--- src/gtmr_consts.vh ---
`ifndef GTMR_CONSTS_VH
`define GTMR_CONSTS_VH
// Register byte addresses on the AXI4-Lite bus
`define GTMR_OFF_CTRL     4'h0
`define GTMR_OFF_GATE     4'h4
`define GTMR_OFF_HIGH     4'h8
`define GTMR_OFF_LOW      4'hC
`define GTMR_OFF_FLAGS    5'h10
// Counter control fields
`define GTMR_CS_HI        7
`define GTMR_CS_LO        6
`define GTMR_PS_HI        5
`define GTMR_PS_LO        4
`define GTMR_SYNC_BIT     2
`define GTMR_ON_BIT       0
`define GTMR_CTRL_WMASK   8'hF5
// Gate control fields
`define GTMR_GE_BIT       7
`define GTMR_POL_BIT      6
`define GTMR_TM_BIT       5
`define GTMR_SPM_BIT      4
`define GTMR_ARM_BIT      3
`define GTMR_VAL_BIT      2
`define GTMR_GSS_HI       1
`define GTMR_GSS_LO       0
// Flag register fields
`define GTMR_FLAG_ROLL    0
`define GTMR_FLAG_GATE    1
// Clock source codes
`define GTMR_CS_INSTR     2'b00
`define GTMR_CS_SYS       2'b01
`define GTMR_CS_EXT       2'b10
`define GTMR_CS_LFOSC     2'b11
// Gate source codes
`define GTMR_GSS_PIN      2'b00
`define GTMR_GSS_T0       2'b01
// Instruction clock divide by four
`define GTMR_INSTR_DIV    2'b11
// AXI responses
`define GTMR_RESP_OKAY    2'b00
`define GTMR_RESP_SLVERR  2'b10
`define GTMR_RESET_BYTE   8'h00
`endif

--- src/gtmr_edge.v ---
`timescale 1ns/10ps
`include "gtmr_consts.vh"
// Optional two-stage synchroniser followed by rising-edge detect
module gtmr_edge
(
   input  wire aclk,
   input  wire aresetn,
   input  wire ce,
   input  wire bypass,
   input  wire din,
   output wire rise
);
   reg meta;  // First stage, read only by stage two
   reg sync;  // Second stage
   reg prev;  // Previous level for edge detect
   wire level;

   // Pick synchronised or direct level
   assign level = bypass ? din : sync;
   assign rise  = level & ~prev;

   // Sample stages
   always @(posedge aclk)
   begin
      if (!aresetn)
      begin
         meta <= 1'b0;
         sync <= 1'b0;
         prev <= 1'b0;
      end
      else if (ce)
      begin
         meta <= din;
         sync <= meta;
         prev <= level;
      end
   end
endmodule

--- src/gtmr_top.v ---
`timescale 1ns/10ps
`include "gtmr_consts.vh"
// Functional notes
// - Source field picks instr, system, pin, LFOSC
// - Prescale divides by 1, 2, 4, 8
// - Sync bit clear synchronises async clocks
// - Counter-on enables; off clears gate flip-flop
// - Gate enable ignored off; else gates counting
// - Polarity picks active gate level
// - Toggle bit routes gate; clear zeroes flop
// - Toggle flop flips each gate rising edge
// - Single-pulse bit puts acquisition in control
// - Arm bit reads 1 waiting, 0 done
// - Gate level readable, independent of enable
// - Gate source: pin or Timer0 overflow pulse
// - Control bits 3 and 1 read zero
// - Writable bits reset to zero
// - Count visible as high and low bytes
// - Rollover sets sticky rollover flag
// - Gate level falling edge sets gate flag
// - Arm clears at pulse end; no more counting
// - Timer0 overflow becomes rising gate pulse
module gtmr_top
#(
   parameter CNT_W = 16
)
(
   input  wire        aclk,
   input  wire        aresetn,
   input  wire        ce,
   input  wire        ext_clock_pin,
   input  wire        low_freq_internal_osc,
   input  wire        gate_input_pin,
   input  wire        t0_overflow,
   input  wire [4:0]  s_axi_awaddr,
   input  wire        s_axi_awvalid,
   output wire        s_axi_awready,
   input  wire [31:0] s_axi_wdata,
   input  wire [3:0]  s_axi_wstrb,
   input  wire        s_axi_wvalid,
   output wire        s_axi_wready,
   output reg  [1:0]  s_axi_bresp,
   output reg         s_axi_bvalid,
   input  wire        s_axi_bready,
   input  wire [4:0]  s_axi_araddr,
   input  wire        s_axi_arvalid,
   output wire        s_axi_arready,
   output reg  [31:0] s_axi_rdata,
   output reg  [1:0]  s_axi_rresp,
   output reg         s_axi_rvalid,
   input  wire        s_axi_rready,
   output wire        rollover_flag,
   output wire        gate_event_flag
);
   reg  [7:0]       counter_control;  // Clock, prescale, sync, on
   reg  [7:0]       gate_control;     // Gate bits; level bit is live
   reg  [CNT_W-1:0] count;            // The count itself
   reg  [2:0]       presc;            // Prescale counter
   reg  [1:0]       instr_div;        // Divide-by-four for instr clock
   reg              toggle_ff;        // Gate toggle flip-flop
   reg              gate_prev;        // Gate level after polarity, last cycle
   reg              level_prev;       // Gate level status, last cycle
   reg              t0_prev;          // Timer0 overflow, last cycle
   reg              flag_roll;        // Sticky rollover
   reg              flag_gate;        // Sticky gate event
   reg              aw_held;          // Write address captured
   reg  [4:0]       aw_addr;
   reg              w_held;           // Write data captured
   reg  [31:0]      w_data;
   reg  [3:0]       w_strb;
   wire             ext_rise;
   wire             osc_rise;
   wire             on;
   wire             gate_src;
   wire             gate_pol;
   wire             gate_level;
   wire             spm_window;
   reg              clk_edge;
   reg              tick;
   wire             inc;
   wire             wr_go;
   wire             gate_fall;
   wire             roll;
   wire [CNT_W-1:0] next_count;

   assign on = counter_control[`GTMR_ON_BIT];

   // External pin and oscillator, synchronised unless bypassed
   gtmr_edge u_ext
   (
      .aclk    (aclk),
      .aresetn (aresetn),
      .ce      (ce),
      .bypass  (counter_control[`GTMR_SYNC_BIT]),
      .din     (ext_clock_pin),
      .rise    (ext_rise)
   );
   gtmr_edge u_osc
   (
      .aclk    (aclk),
      .aresetn (aresetn),
      .ce      (ce),
      .bypass  (counter_control[`GTMR_SYNC_BIT]),
      .din     (low_freq_internal_osc),
      .rise    (osc_rise)
   );

   // Clock source mux
   always @*
   begin
      case (counter_control[`GTMR_CS_HI:`GTMR_CS_LO])
         `GTMR_CS_INSTR: clk_edge = (instr_div == `GTMR_INSTR_DIV);
         `GTMR_CS_SYS:   clk_edge = 1'b1;
         `GTMR_CS_EXT:   clk_edge = ext_rise;
         `GTMR_CS_LFOSC: clk_edge = osc_rise;
         default:        clk_edge = 1'b0;
      endcase
   end

   // Prescaler tap selection
   always @*
   begin
      case (counter_control[`GTMR_PS_HI:`GTMR_PS_LO])
         2'b00:   tick = clk_edge;
         2'b01:   tick = clk_edge & (presc[0] == 1'b1);
         2'b10:   tick = clk_edge & (presc[1:0] == 2'b11);
         2'b11:   tick = clk_edge & (presc == 3'b111);
         default: tick = 1'b0;
      endcase
   end

   // Gate source: pin, or Timer0 overflow made into a rising pulse
   assign gate_src = (gate_control[`GTMR_GSS_HI:`GTMR_GSS_LO] == `GTMR_GSS_T0)
                     ? (t0_overflow & ~t0_prev)
                     : (gate_control[`GTMR_GSS_HI:`GTMR_GSS_LO] == `GTMR_GSS_PIN)
                       & gate_input_pin;
   // Polarity, then optional toggle
   assign gate_pol   = gate_control[`GTMR_POL_BIT] ? gate_src : ~gate_src;
   assign spm_window = ~gate_control[`GTMR_SPM_BIT] | gate_control[`GTMR_ARM_BIT];
   assign gate_level = (gate_control[`GTMR_TM_BIT] ? toggle_ff : gate_pol)
                       & spm_window;
   assign gate_fall  = level_prev & ~gate_level;
   assign inc = on & tick & (~gate_control[`GTMR_GE_BIT] | gate_level);
   assign next_count = count + {{(CNT_W-1){1'b0}}, 1'b1};
   assign roll = inc & (count == {CNT_W{1'b1}});

   assign rollover_flag   = flag_roll;
   assign gate_event_flag = flag_gate;

   // Bus handshakes: each channel taken once until the response
   assign s_axi_awready = ~aw_held & ~s_axi_bvalid;
   assign s_axi_wready  = ~w_held & ~s_axi_bvalid;
   assign s_axi_arready = ~s_axi_rvalid;
   assign wr_go = aw_held & w_held;

   // Divider, prescaler, gate state and count
   always @(posedge aclk)
   begin
      if (!aresetn)
      begin
         instr_div  <= 2'b00;
         presc      <= 3'b000;
         toggle_ff  <= 1'b0;
         gate_prev  <= 1'b0;
         level_prev <= 1'b0;
         t0_prev    <= 1'b0;
         count      <= {CNT_W{1'b0}};
         flag_roll  <= 1'b0;
         flag_gate  <= 1'b0;
      end
      else if (ce)
      begin
         instr_div  <= instr_div + 2'b01;
         gate_prev  <= gate_pol;
         level_prev <= gate_level;
         t0_prev    <= t0_overflow;
         // Prescaler runs only while on
         if (!on)
            presc <= 3'b000;
         else if (clk_edge)
            presc <= presc + 3'b001;
         // Toggle flop: cleared when off or toggle disabled
         if (!on || !gate_control[`GTMR_TM_BIT])
            toggle_ff <= 1'b0;
         else if (gate_pol && !gate_prev)
            toggle_ff <= ~toggle_ff;
         // Count: software write of a byte wins over increment
         if (wr_go && aw_addr == `GTMR_OFF_HIGH && w_strb[0])
            count[CNT_W-1:8] <= w_data[CNT_W-9:0];
         else if (wr_go && aw_addr == `GTMR_OFF_LOW && w_strb[0])
            count[7:0] <= w_data[7:0];
         else if (inc)
            count <= next_count;
         // Sticky flags, set wins over write-one clear
         if (roll)
            flag_roll <= 1'b1;
         else if (wr_go && aw_addr == `GTMR_OFF_FLAGS && w_strb[0]
                  && w_data[`GTMR_FLAG_ROLL])
            flag_roll <= 1'b0;
         if (gate_fall)
            flag_gate <= 1'b1;
         else if (wr_go && aw_addr == `GTMR_OFF_FLAGS && w_strb[0]
                  && w_data[`GTMR_FLAG_GATE])
            flag_gate <= 1'b0;
      end
   end

   // Control registers and write channel
   always @(posedge aclk)
   begin
      if (!aresetn)
      begin
         counter_control <= `GTMR_RESET_BYTE;
         gate_control    <= `GTMR_RESET_BYTE;
         aw_held         <= 1'b0;
         aw_addr         <= 5'h00;
         w_held          <= 1'b0;
         w_data          <= 32'h0000_0000;
         w_strb          <= 4'h0;
         s_axi_bvalid    <= 1'b0;
         s_axi_bresp     <= `GTMR_RESP_OKAY;
      end
      else if (ce)
      begin
         if (s_axi_awvalid && s_axi_awready)
         begin
            aw_held <= 1'b1;
            aw_addr <= s_axi_awaddr;
         end
         if (s_axi_wvalid && s_axi_wready)
         begin
            w_held <= 1'b1;
            w_data <= s_axi_wdata;
            w_strb <= s_axi_wstrb;
         end
         // Arm clears on trailing edge of the acquired pulse
         if (gate_control[`GTMR_SPM_BIT] && gate_control[`GTMR_ARM_BIT] && gate_fall)
            gate_control[`GTMR_ARM_BIT] <= 1'b0;
         if (wr_go)
         begin
            aw_held      <= 1'b0;
            w_held       <= 1'b0;
            s_axi_bvalid <= 1'b1;
            s_axi_bresp  <= `GTMR_RESP_OKAY;
            case (aw_addr)
               `GTMR_OFF_CTRL:
                  if (w_strb[0])
                     counter_control <= w_data[7:0] & `GTMR_CTRL_WMASK;
               `GTMR_OFF_GATE:
                  if (w_strb[0])
                  begin
                     gate_control[7:4] <= w_data[7:4];
                     gate_control[1:0] <= w_data[1:0];
                     // Arm cannot be set back while a pulse is ending
                     if (!(gate_fall && gate_control[`GTMR_SPM_BIT]))
                        gate_control[`GTMR_ARM_BIT] <= w_data[`GTMR_ARM_BIT];
                  end
               `GTMR_OFF_HIGH, `GTMR_OFF_LOW, `GTMR_OFF_FLAGS:
                  s_axi_bresp <= `GTMR_RESP_OKAY;
               default:
                  s_axi_bresp <= `GTMR_RESP_SLVERR;
            endcase
         end
         else if (s_axi_bvalid && s_axi_bready)
            s_axi_bvalid <= 1'b0;
      end
   end

   // Read channel
   always @(posedge aclk)
   begin
      if (!aresetn)
      begin
         s_axi_rvalid <= 1'b0;
         s_axi_rdata  <= 32'h0000_0000;
         s_axi_rresp  <= `GTMR_RESP_OKAY;
      end
      else if (ce)
      begin
         if (s_axi_arvalid && s_axi_arready)
         begin
            s_axi_rvalid <= 1'b1;
            s_axi_rresp  <= `GTMR_RESP_OKAY;
            s_axi_rdata  <= 32'h0000_0000;
            case (s_axi_araddr)
               `GTMR_OFF_CTRL:
                  s_axi_rdata[7:0] <= counter_control;
               `GTMR_OFF_GATE:
                  s_axi_rdata[7:0] <= {gate_control[7:3], gate_level,
                                       gate_control[1:0]};
               `GTMR_OFF_HIGH:
                  s_axi_rdata[7:0] <= count[CNT_W-1:8];
               `GTMR_OFF_LOW:
                  s_axi_rdata[7:0] <= count[7:0];
               `GTMR_OFF_FLAGS:
                  s_axi_rdata[1:0] <= {flag_gate, flag_roll};
               default:
                  s_axi_rresp <= `GTMR_RESP_SLVERR;
            endcase
         end
         else if (s_axi_rvalid && s_axi_rready)
            s_axi_rvalid <= 1'b0;
      end
   end
endmodule

--- config.mk ---
export PLATFORM = sky130hd
export DESIGN_NAME = gtmr_top
export DESIGN_NICKNAME = d
export VERILOG_FILES = /design/src/gtmr_edge.v /design/src/gtmr_top.v
export VERILOG_INCLUDE_DIRS = /design/src
export SDC_FILE = /design/constraint.sdc
export NUM_CORES = 1
export LEC_CHECK = 0
export BUFFER_PORTS_ARGS = -buffer_cell sky130_fd_sc_hd__buf_2
export CAP_MARGIN = 10
export CORE_ASPECT_RATIO = 1.75
export CORE_MARGIN = 2
export CORE_UTILIZATION = 53
export CTS_CLUSTER_DIAMETER = 60
export DETAILED_ROUTE_END_ITERATION = 7
export PLACE_DENSITY_LB_ADDON = 0.25
export SYNTH_ARGS = -nofsm -noshare
export SYNTH_HDL_FRONTEND = slang
export SYNTH_SLANG_ARGS = --single-unit
--- constraint.sdc ---
create_clock -name aclk -period 2.36 [get_ports aclk]
set_input_delay 0.118 -clock aclk [delete_from_list [all_inputs] [get_ports aclk]]
set_output_delay 0.118 -clock aclk [all_outputs]
set_load 0.03 [all_outputs]
Word-level counts from Yosys, hierarchy flattened
Cells that the tools add are included.
Widths: inputs -> output; s select.
- $add $sub $neg: 3
- multipliers: 0
- divide/modulo/power cells: 0
- $lt $le $gt $ge: 0
- equality and inequality tests: 21
- shift-type cells: 0
- multiplexer cells: 36
- bitwise operators: 30
- reductions and logical operators: 53
- operator list (operator ; number):
    $mux 1 ; 24
    $mux 8 ; 3
    $pmux 6 s4 ; 1
    $reduce_and 2->1 ; 12
    $eq 5x4->1 const B ; 4
    $reduce_bool 2->1 ; 9
    $logic_and 1x1->1 ; 17
    $add 16x1->16 const B ; 1
    $eq 16x16->1 const B ; 1
    $mux 16 ; 1
    $and 1x1->1 ; 15
    $not 1->1 ; 13
    $eq 2x2->1 const B ; 6
    $eq 5x3->1 const B ; 2
    $eq 5x5->1 const B ; 2
    $logic_not 5->1 ; 2
    $pmux 2 s5 ; 1
    $reduce_or 5->1 ; 2
    $pmux 1 s4 ; 2
    $reduce_and 4->1 ; 2
    $eq 2x1->1 const B ; 3
    $logic_not 2->1 ; 3
    $mux 3 ; 2
    $reduce_and 3->1 ; 2
    other kinds (9) ; 13
- register bits: 76
- bits in latches: 0
- memory bits (writable): 0
- bits in read-only memories: 0
- input bits: 58
- output and inout bits: 43
- word-level logic and storage cells: 172
- memories: 0

Longest topological paths before layout
Gate-level depths: netlist (run 1).
- word-level depth: 15
- gate-level depth with buffers: 9
- depth with buffers taken out: 8

By module
Synthesis (run 1) repeated with hierarchy kept, for this count alone.
- cells, all modules: 455
- area total of the unflattened synthesis: 4000.1 µm²
- modules (own cells, without submodules) (module ; instances ; cells each ; area each (µm²) ; seq. area each (µm²)):
    gtmr_top ; 1 ; 433 ; 3767.4 ; 1361.3
    gtmr_edge ; 2 ; 11 ; 116.4 ; 60.1

Worst setup path before layout (run 1)
No wires, ideal clock.
- path kind: reg2reg
- start: register gate_control[0]
- end: register count[13]
- library setup time: 74 ps
- arrival: 1899 ps
- data required time: 2286 ps
- path slack: 387 ps
- stages on the path, launching flop included: 7
- buffers on the path: 0
- period minus slack after synthesis: 1973 ps
- cell sequence: dfxtp_1 > or3b_4 > a2111oi_4 > a211o_4 > nand4_4 > or4b_1 > a31oi_1
- cells in the longest elaborated chain, start to end: 11
- elaborated cells between the ends (all ways): 12
- classes of those cells: 1 x eq/ne; 3 x mux; 5 x bitwise; 3 x reduce/logical
- RTL lines (element ; line ; text):
    from (decl) ; gtmr_top.v:56 ; reg [7:0] gate_control;
    from (signal assigned) ; gtmr_top.v:214 ; gate_control <= `GTMR_RESET_BYTE;
    from (signal assigned) ; gtmr_top.v:253 ; gate_control[1:0] <= w_data[1:0];
    from (signal, indexed assignment) ; gtmr_top.v:256 ; gate_control[`GTMR_ARM_BIT] <= w_data[`GTMR_ARM_BIT];
    $logic_not 2->1 (no line) ; -- ;
    $and 1x1->1 ; gtmr_top.v:135 ; : (gate_control[`GTMR_GSS_HI:`GTMR_GSS_LO] == `GTMR_GSS_PIN)
    $mux 1 * ; gtmr_top.v:133 ; assign gate_src = (gate_control[`GTMR_GSS_HI:`GTMR_GSS_LO] == `GTMR_GSS_T0)
    $not 1->1 ; gtmr_top.v:138 ; assign gate_pol = gate_control[`GTMR_POL_BIT] ? gate_src : ~gate_src;
    $mux 1 * ; gtmr_top.v:138 ;
    $mux 1 * ; gtmr_top.v:140 ; assign gate_level = (gate_control[`GTMR_TM_BIT] ? toggle_ff : gate_pol)
    $and 1x1->1 * ; gtmr_top.v:140 ;
    $or 1x1->1 * ; gtmr_top.v:143 ; assign inc = on & tick & (~gate_control[`GTMR_GE_BIT] | gate_level);
    $and 1x1->1 * ; gtmr_top.v:143 ;
    $reduce_bool 2->1 (no line) * ; -- ;
    $reduce_and 3->1 (no line) * ; -- ;
    to (signal assigned) ; gtmr_top.v:167 ; count <= {CNT_W{1'b0}};
    to (signal, indexed assignment) ; gtmr_top.v:189 ; count[CNT_W-1:8] <= w_data[CNT_W-9:0];
    to (signal assigned) ; gtmr_top.v:193 ; count <= next_count;
    to (decl) ; gtmr_top.v:57 ; reg [CNT_W-1:0] count;
Mark *: on every way between the ends. The rest lies on a longest branch, timed or not.
A chain may end at the register's enable or synchronous reset.

Worst setup path in the final report (run 1)
Same ends and word-level chain as after synthesis.

==> impl_metrics.tcl, run 1 <==
set metrics [dict create \
    pwr_density_cell_mw_per_mm2 652 \
    crit_path_end "count[13]" \
    start_kind "flip-flop" \
    htree_levels 3 \
    grt_pass1_wl_mm 16.0 \
    finalCriticalPeriod_ns 2.12 \
    initialDrtViolationCount 326 \
    num-nets-final 586 \
    hold_viol_final 0 \
    cpMaxStageDelayCell "or4b_1" \
    grtUsageMet2 0.433 \
    final.setup_skew_ns 0.00605 \
    status "finished clean" \
    die_w_um 69.8 \
    register_area_share_after_synthesis 0.369 \
    via_count 3546 \
    setup_viol_count_final 0 \
    ys.warnings.count 0 \
    ys_ff_latch 74 \
    drcViolationCount 0 \
    avgRoutedWirePerCell_um 15.9 \
    rsz_0062_raised_after_global_routing "false" \
    post-route-util 0.606 \
    rows 42 \
    synthDistinctLibCells 72 \
    overflow 0 \
    required_ns 2.62 \
    setup_tns_ns 0 \
    place.gp.congestion 0.885 \
    cts_tree "built" \
    postCtsHoldBufs 0 \
    startpoint_of_the_worst_hold_path "s_axi_wdata[2]" \
    dp.final_hpwl_mm 7.20 \
    numPortBuffers 47 \
    preCtsSetupSlack_ns 0.238 \
    dp_cells 601 \
    vdd.ir_drop.worst_mv 0.504 \
    setup.worst_path.start "gate_control[0]" \
    timing.reg2reg.setup_slack_ns 0.24 \
    timing.fmax_ghz 0.471 \
    path_clk_slew_ns 0.06 \
    worst_hold_path_type "primary input to flip-flop" \
    fp.dieH_um 119 \
    r2r_start "gate_control[0]" \
    final_cells 616 \
    grt_antenna_before_repair 0 \
    cts.root.buffer_cell "clkbuf_16" \
    timing.critical_path.to_type "flip-flop" \
    maxSlewViolCount 0 \
    clock_sinks 74 \
    cts-buffers-inserted 9 \
    global_route.peak_usage_layer "met2" \
    worst-path-max-fanout 6 \
    design_area_mm2 0.00452 \
    cap_viol_max_count 0 \
    critical_path_class "flip-flop to flip-flop" \
    grt_use_total 0.244 \
    drt.antenna.violating_nets 0 \
    post_route_cells_drive_above_1_share 0.178 \
    synthesis.area_per_instance_um2 8.43 \
    worstSkewPairLatency_ns 0.33 \
    number_of_flops_mapped_to_enable_cells_by_yosys 0 \
    floorplan.initialDensity 0.538 \
    num-fill-cells 668 \
    grtUsageMet3 0.0533 \
    detailed_place.area_mm2 0.00424 \
    largest_net_degree_at_the_start_of_global_routing 37 \
    crit_arrival_ns 2.38 \
    max-slew-margin-rel 0.573 \
    netlist_area_mm2 0.00401 \
    cts_max_path_buffers 2 \
    detail_route.vias_per_cell 5.76 \
    cts_resized 0 \
    period_share 0.899 \
    worst_slew_pin_tran_ns 0.639 \
    synth_flop_cell "dfxtp_1" \
    synthesis.instances 476 \
    leakage_power_figure_nw 1.83 \
    coreArea_mm2 0.00746 \
    worstPathCellList "or3b_4 -> a2111oi_4 -> a211o_4 -> nand4_4 -> or4b_1 -> a31oi_1" \
    grt_pass1_vias 3308 \
    drtPass1Iterations 4 \
    worst-r2r-cell-count 6 \
    fin_ws_ns 0.238 \
    synthArstFlopShare 0 \
    grt_use_met1 0.282 \
    syn_to_final_growth_pct 12.8 \
    setup_bufs_post_cts 0 \
    die_area_mm2 0.00831 \
    detail_route.wirelength_mm 9.79 \
    antennaDiodeCount 0 \
    timing.critical_path.slowest_cell_delay_ns 0.47 \
    rr_endpoint "count[13]" \
    ports_placed_on_the_boundary 101 \
]
==> metrics by stage <==
step	power [mW]	hold slack, ns
floorplan	1.58	0.254
global placement	1.62	0.353
detailed placement	1.63	0.365
CTS	2.97	0.0203
global route	3.06	0.0313
finish	2.95	0.0218
==> routing by layer <==
layer | vias up | wire [µm]
li1 | 1764 | -
met1 | 1657 | 4020
met2 | 107 | 5030
met3 | 18 | 490
met4 | 0 | 253
met5 | - | 0
==> report_power, final <==
| part | internal (mW) | total, mW | leakage (nW) | switching [mW] |
|---|---|---|---|---|
| Combinational | 0.0852 | 0.280 | 1.09 | 0.195 |
| Clock | 0.843 | 1.35 | 0.136 | 0.505 |
| Sequential | 1.29 | 1.32 | 0.601 | 0.0365 |
| Total | 2.21 | 2.95 | 1.83 | 0.736 |
==> worst max-delay path: cells and delay by family (launching register included) <==
family             cells  cell delay (ns)
and+or+nand+nor        3             1.03
AOI/OAI and AO/OA      3             0.64
DFF                    1             0.37
==> cells in the final DEF, fill, tap and decap left out, types with 3 or more instances in the layout <==
master | synthesis | layout
inv_1 | 5 | 5
a211oi_1 | 7 | 7
clkbuf_1 | 18 | 3
nand4b_1 | 3 | 3
buf_2 | 2 | 47
nand3_1 | 12 | 12
dfxtp_1 | 74 | 74
a31oi_1 | 8 | 8
ha_1 | 4 | 4
a221oi_1 | 5 | 5
conb_1 | 1 | 26
o21ai_0 | 11 | 11
nor3b_1 | 6 | 6
a21boi_0 | 3 | 3
nand2_1 | 57 | 57
nand4_1 | 5 | 5
and3_1 | 5 | 5
o31ai_1 | 7 | 7
nor2_1 | 66 | 66
o21a_1 | 3 | 3
mux2i_1 | 38 | 38
a21oi_1 | 35 | 35
o211ai_1 | 7 | 7
buf_4 | 26 | 18
nor3_1 | 11 | 11
clkbuf_16 | 0 | 9
==> cell usage after synthesis, types with 3 or more instances <==
library cell	number	area share
nand4b_1	3	0.0066
nor3_1	11	0.014
clkbuf_1	18	0.017
nand4_1	5	0.0078
nand3_1	12	0.015
o211ai_1	7	0.013
o21a_1	3	0.0056
buf_4	26	0.049
inv_1	5	0.0047
clkbuf_8	4	0.014
nand2_1	57	0.053
nor3b_1	6	0.011
a21boi_0	3	0.0056
a221oi_1	5	0.011
a31oi_1	8	0.012
a21oi_1	35	0.044
o21ai_0	11	0.014
a211oi_1	7	0.013
nor2_1	66	0.062
dfxtp_1	74	0.37
o31ai_1	7	0.013
mux2i_1	38	0.095
and3_1	5	0.0078
ha_1	4	0.012
==> worst min-delay path by stage <==
stage / to / cells after the start
2_1_floorplan: w_strb[0] / 2
3_3_place_gp: aw_addr[1] / 3
3_5_place_dp: aw_addr[3] / 3
4_1_cts: w_data[2] / 3
5_1_grt: w_data[3] / 3
6_report: w_data[2] / 3
==> flip-flops by register name, summed over array words and instances (netlist names), 2 cells and up <==
register         flops
presc                3
counter_control      6
count               16
s_axi_rdata          8
gate_control         7
w_data               8
aw_addr              5
instr_div            2
==> kinds of logic after synthesis <==
group	count (synthesis)	share of synthesized area
XOR/XNOR	1	0.00218
other	1	0.000935
flip-flops	74	0.369
AO/OA/AOI/OAI	107	0.188
buffers and inverters	59	0.0929
AND/OR/NAND/NOR	191	0.236
adder cells (fa/ha/maj)	4	0.0125
multiplexers	39	0.0976
==> layout make-up <==
type	instances	area (µm²)	area share
Clock buffer	13	250	0.0553
Inverter	6	22.5	0.00498
Timing Repair Buffer	65	370	0.0819
Clock inverter	2	37.5	0.00830
Sequential cell	74	1480	0.328
Tap cell	88	110	0.0243
Multi-Input combinational cell	368	2250	0.498
No activity file was read; power rests on OpenSTA's default activity.
==> run 2: changes to the inputs <==
- REMOVE_ABC_BUFFERS: unset -> 1
==> impl_metrics.tcl, run 2 (synthesis results as in run 1) <==
set metrics [dict create \
    status "finished clean" \
    rr_endpoint "count[13]" \
    place.gp.congestion 0.928 \
    clock_sinks 74 \
    setup_viol_count_final 0 \
    postCtsHoldBufs 0 \
    timing.critical_path.slowest_cell_delay_ns 0.49 \
    worstPathCellList "or3b_1 -> o22ai_1 -> or2_0 -> buf_4 -> nand4_4 -> or4b_1 -> a31oi_1" \
    commonest_non_fill_non_tap_cells_in_the_layout "dfxtp_1, nor2_1, nand2_1" \
    final_common_cell "dfxtp_1" \
    cts_tree "built" \
    min_delay_path_depth 3 \
    cts_max_path_buffers 2 \
    num-nets-final 586 \
    die_area_mm2 0.00831 \
    start_kind "flip-flop" \
    path_clk_slew_ns 0.06 \
    die_w_um 69.8 \
    final_cells 616 \
    via_count 3588 \
    syn_to_final_growth_pct 14.7 \
    timing.critical_path.to_type "flip-flop" \
    flip_flop_count_of_the_largest_register_all_copies_and_words_added 16 \
    grt_pass1_vias 3326 \
    num-fill-cells 664 \
    largest_net_degree_at_the_start_of_global_routing 35 \
    cts_resized 0 \
    overflow 0 \
    floorplan.initialDensity 0.538 \
    timing.reg2reg.setup_slack_ns 0.17 \
    fp.dieH_um 119 \
    leakage_power_figure_nw 1.87 \
    post_route_cells_drive_above_1_share 0.184 \
    maxSlewViolCount 0 \
    initialDrtViolationCount 167 \
    cpMaxStageDelayCell "or4b_1" \
    final.setup_skew_ns 0.00552 \
    max-slew-margin-rel 0.565 \
    timing.fmax_ghz 0.457 \
    design_area_mm2 0.00460 \
    drt.antenna.violating_nets 0 \
    max_flop_register "count" \
    largestRegisters "count x16, s_axi_rdata x8, w_data x8" \
    coreArea_mm2 0.00746 \
    grt_pass1_wl_mm 16.0 \
    sequential_cell_area_mm2 0.00148 \
    setup_tns_ns 0 \
    pwr_density_cell_mw_per_mm2 689 \
    dp_cells 601 \
    crit_arrival_ns 2.45 \
    worst-path-max-fanout 5 \
    cts-buffers-inserted 9 \
    worst-r2r-cell-count 7 \
    cap_viol_max_count 0 \
    vdd.ir_drop.worst_mv 0.468 \
    drtPass1Iterations 4 \
    required_ns 2.62 \
    finalCriticalPeriod_ns 2.19 \
    detail_route.wirelength_mm 10.1 \
    rsz_0062_raised_after_global_routing "false" \
    htree_levels 3 \
    grt_antenna_before_repair 0 \
    hold_viol_final 0 \
    dp.final_hpwl_mm 7.51 \
    worstSkewPairLatency_ns 0.34 \
    critical_path_class "flip-flop to flip-flop" \
    worst_hold_path_type "primary input to flip-flop" \
    drcViolationCount 0 \
    ports_placed_on_the_boundary 101 \
    antennaDiodeCount 0 \
    detail_route.vias_per_cell 5.82 \
    grt_use_total 0.244 \
    multiInputGateArea_mm2 0.00225 \
    rows 42 \
    startpoint_of_the_worst_hold_path "s_axi_awaddr[4]" \
    numPortBuffers 47 \
    avgRoutedWirePerCell_um 16.4 \
    detailed_place.area_mm2 0.00426 \
    period_share 0.927 \
    worstHoldEndpoint "aw_addr[4]" \
    r2r_start "counter_control[6]" \
    worst_slew_pin_tran_ns 0.651 \
    cts.root.buffer_cell "clkbuf_16" \
    setup_bufs_post_cts 0 \
]
[run 2: cell count changes in the layout (fill, tap and decap cells not counted)]
cell	before	now
bufinv_16	1	3
buf_12	0	2
clkbuf_1	3	0
buf_4	18	16
clkinv_2	0	1
[run 2: layout make-up]
type | instances | area share
Timing Repair Buffer | 65 | 0.0859
Sequential cell | 74 | 0.322
Clock buffer | 10 | 0.0519
Tap cell | 88 | 0.0239
Multi-Input combinational cell | 368 | 0.489
Clock inverter | 5 | 0.0223
Inverter | 6 | 0.00489
[run 2: worst max-delay path: cells and delay by family, from the launching register on]
kind	cells	cell delay, ns
compound gates	2	0.29
buf+inv	1	0.18
flops	1	0.36
simple gates	4	1.30
[run 2: through the flow]
step	power [mW]	hold WS, ns	utilization	worst slack, ns
after floorplan	1.52	0.214	-	0.0288
after CTS	3.19	0.0110	0.617	0.173
after detailed placement	1.63	0.366	0.571	0.194
after global placement	1.62	0.354	0.571	0.241
final	3.17	0.0178	0.617	0.171
after global routing	3.27	0.0194	0.617	0.0513
[run 2: worst max-delay path by stage]
stage,startpoint,endpoint,slack [ns]
floorplan,aw_addr[0],count[1],0.03
global placement,counter_control[6],count[13],0.24
detailed placement,counter_control[6],count[13],0.19
CTS,counter_control[6],count[13],0.17
global route,counter_control[6],count[13],0.05
finish,counter_control[6],count[13],0.17
[run 2: layer usage]
metal / vias to the layer above / part of all wire / routed length [µm] / global-route usage
met3: 30 / 0.045 / 451 / 0.0457
met2: 101 / 0.53 / 5390 / 0.452
li1: 1755 / - / - / -
met4: 0 / 0.050 / 502 / 0.147
met5: - / 0 / 0 / 0
met1: 1702 / 0.37 / 3740 / 0.245
[run 2: power breakdown]
group	total [mW]	switching [mW]	internal, mW
clock network	1.57	0.515	1.05
logic	0.280	0.194	0.0859
registers	1.32	0.0370	1.29
==> run 3: changes to the inputs <==
- PLACE_DENSITY_LB_ADDON: 0.25 -> 0.1
- SLEW_MARGIN: unset -> 25
==> impl_metrics.tcl, run 3 (synthesis results as in run 1) <==
set metrics [dict create \
    rsz_0062_raised_after_global_routing "false" \
    syn_to_final_growth_pct 13.3 \
    pwr-share-clk 0.458 \
    rows 42 \
    required_ns 2.58 \
    final.setup_skew_ns 0.00538 \
    commonest_non_fill_non_tap_cells_in_the_layout "dfxtp_1, nor2_1, nand2_1" \
    floorplan.initialDensity 0.538 \
    worst-path-max-fanout 12 \
    avgRoutedWirePerCell_um 16.6 \
    critical_path_class "flip-flop to flip-flop" \
    initialDrtViolationCount 213 \
    fp.dieH_um 119 \
    worst_slew_pin_tran_ns 0.593 \
    fin_ws_ns 0.152 \
    start_kind "flip-flop" \
    largestRegisters "count x16, s_axi_rdata x8, w_data x8" \
    ports_placed_on_the_boundary 101 \
    cts_tree "built" \
    finalCriticalPeriod_ns 2.21 \
    numPortBuffers 47 \
    drtPass1Iterations 5 \
    vdd.ir_drop.worst_mv 0.606 \
    via_count 3556 \
    antennaDiodeCount 0 \
    grt_use_total 0.249 \
    setup_tns_ns 0 \
    sequentialPowerShare 0.447 \
    leakage_power_figure_nw 1.83 \
    detail_route.vias_per_cell 5.77 \
    power_switching_uw 742 \
    path_clk_slew_ns 0.06 \
    worstPathCellList "ha_1 -> ha_1 -> mux2i_1 -> a211oi_4 -> and3_1 -> a32oi_1 -> buf_4 -> nor2_1 -> o221a_2" \
    worst_hold_path_type "primary input to flip-flop" \
    die_w_um 69.8 \
    most_common_cell_on_crit_path "ha_1" \
    combinationalPowerShare 0.095 \
    cap_viol_max_count 0 \
    place.gp.congestion 0.872 \
    timing.critical_path.slowest_cell_delay_ns 0.34 \
    sequential_cell_area_mm2 0.00148 \
    intPower_mw 2.22 \
    num-nets-final 585 \
    final_common_cell "dfxtp_1" \
    critical_path.top_delay_family "compound AO/OA/AOI/OAI gates" \
    preCtsSetupSlack_ns 0.131 \
    r2r_start "presc[0]" \
    p_sw_frac 0.250 \
    cts.root.buffer_cell "clkbuf_16" \
    flip_flop_count_of_the_largest_register_all_copies_and_words_added 16 \
    postCtsHoldBufs 0 \
    setup.worst_path.start "presc[0]" \
    cts-buffers-inserted 9 \
    num-fill-cells 696 \
    hold_viol_final 0 \
    pwr_density_cell_mw_per_mm2 652 \
    status "finished clean" \
    grt_pass1_vias 3417 \
    coreArea_mm2 0.00746 \
    period_share 0.935 \
    setup_viol_count_final 0 \
    largest_net_degree_at_the_start_of_global_routing 42 \
    critical_path_buf_inv_count 1 \
    max_flop_register "count" \
    post_route_cells_drive_above_1_share 0.180 \
    dp.final_hpwl_mm 7.59 \
    die_area_mm2 0.00831 \
    crit_arrival_ns 2.43 \
    timing.fmax_ghz 0.453 \
    grt_pass1_wl_mm 16.4 \
    timing.critical_path.to_type "flip-flop" \
    cts_resized 0 \
    clock_sinks 74 \
    max-slew-margin-rel 0.603 \
    grt_antenna_before_repair 0 \
    drcViolationCount 0 \
    htree_levels 3 \
    worstSkewPairLatency_ns 0.34 \
    overflow 0 \
    cpMaxStageDelayCell "dfxtp_1" \
    drt.antenna.violating_nets 0 \
    startpoint_of_the_worst_hold_path "s_axi_wdata[6]" \
    multiInputGateArea_mm2 0.00226 \
    detail_route.wirelength_mm 10.2 \
    maxSlewViolCount 0 \
    setup_bufs_post_cts 0 \
    cts_max_path_buffers 2 \
]
## run 3: changes by cell type in the layout (fill, tap and decap cells not counted)
| cell | before | now |
|---|---|---|
| buf_12 | 2 | 1 |
| clkinv_4 | 0 | 1 |
| a211oi_4 | 0 | 1 |
| bufinv_16 | 3 | 1 |
| clkbuf_1 | 0 | 2 |
| a211oi_2 | 1 | 0 |
## run 3: stage by stage
| stage | instance area, µm² | power, mW | std cells | hold WS, ns | util |
|---|---|---|---|---|---|
| floorplan | 3750 | 1.52 | 448 | 0.214 | - |
| global placement | 4240 | 1.63 | 600 | 0.353 | 0.568 |
| detailed placement | 4240 | 1.63 | 600 | 0.359 | 0.568 |
| CTS | 4540 | 2.98 | 616 | 0.00921 | 0.608 |
| global route | 4550 | 3.06 | 616 | 0.0236 | 0.609 |
| finish | 4550 | 2.96 | 616 | 0.0141 | 0.609 |
## run 3: power groups by stage
stage	sequential [mW]	clock [mW]	combinational [mW]
5_1_grt	1.33	1.42	0.308
3_3_place_gp	1.35	0	0.277
4_1_cts	1.32	1.37	0.283
2_1_floorplan	1.36	0	0.162
6_report	1.32	1.36	0.283
3_5_place_dp	1.35	0	0.281
## run 3: final timing paths
path | depth (start not counted) | slack [ns] | endpoint
setup / recovery | 9 | 0.15 | count[9]
hold / removal | 3 | 0.01 | w_data[6]
setup reg to reg | 9 | 0.15 | count[9]
hold reg to reg | 2 | 0.45 | s_axi_rdata[3]
## run 3: per-layer routing
layer / track usage / share of wire / up-vias / wire length [µm]
met2: 0.464 / 0.53 / 99 / 5420
met4: 0.105 / 0.029 / 0 / 295
met1: 0.268 / 0.40 / 1682 / 4060
met3: 0.0465 / 0.044 / 20 / 446
met5: 0 / 0 / - / 0
li1: - / - / 1755 / -
## run 3: area by class of cell
type | count | area share
Tap cell | 88 | 0.0242
Multi-Input combinational cell | 368 | 0.497
Inverter | 6 | 0.00495
Timing Repair Buffer | 64 | 0.0826
Clock inverter | 4 | 0.0113
Sequential cell | 74 | 0.326
Clock buffer | 12 | 0.0542
## run 3: tightest hold or removal path: stages
cell,delay [ns]
buf_2,0.09
nand2_1,0.04
a21oi_1,0.05
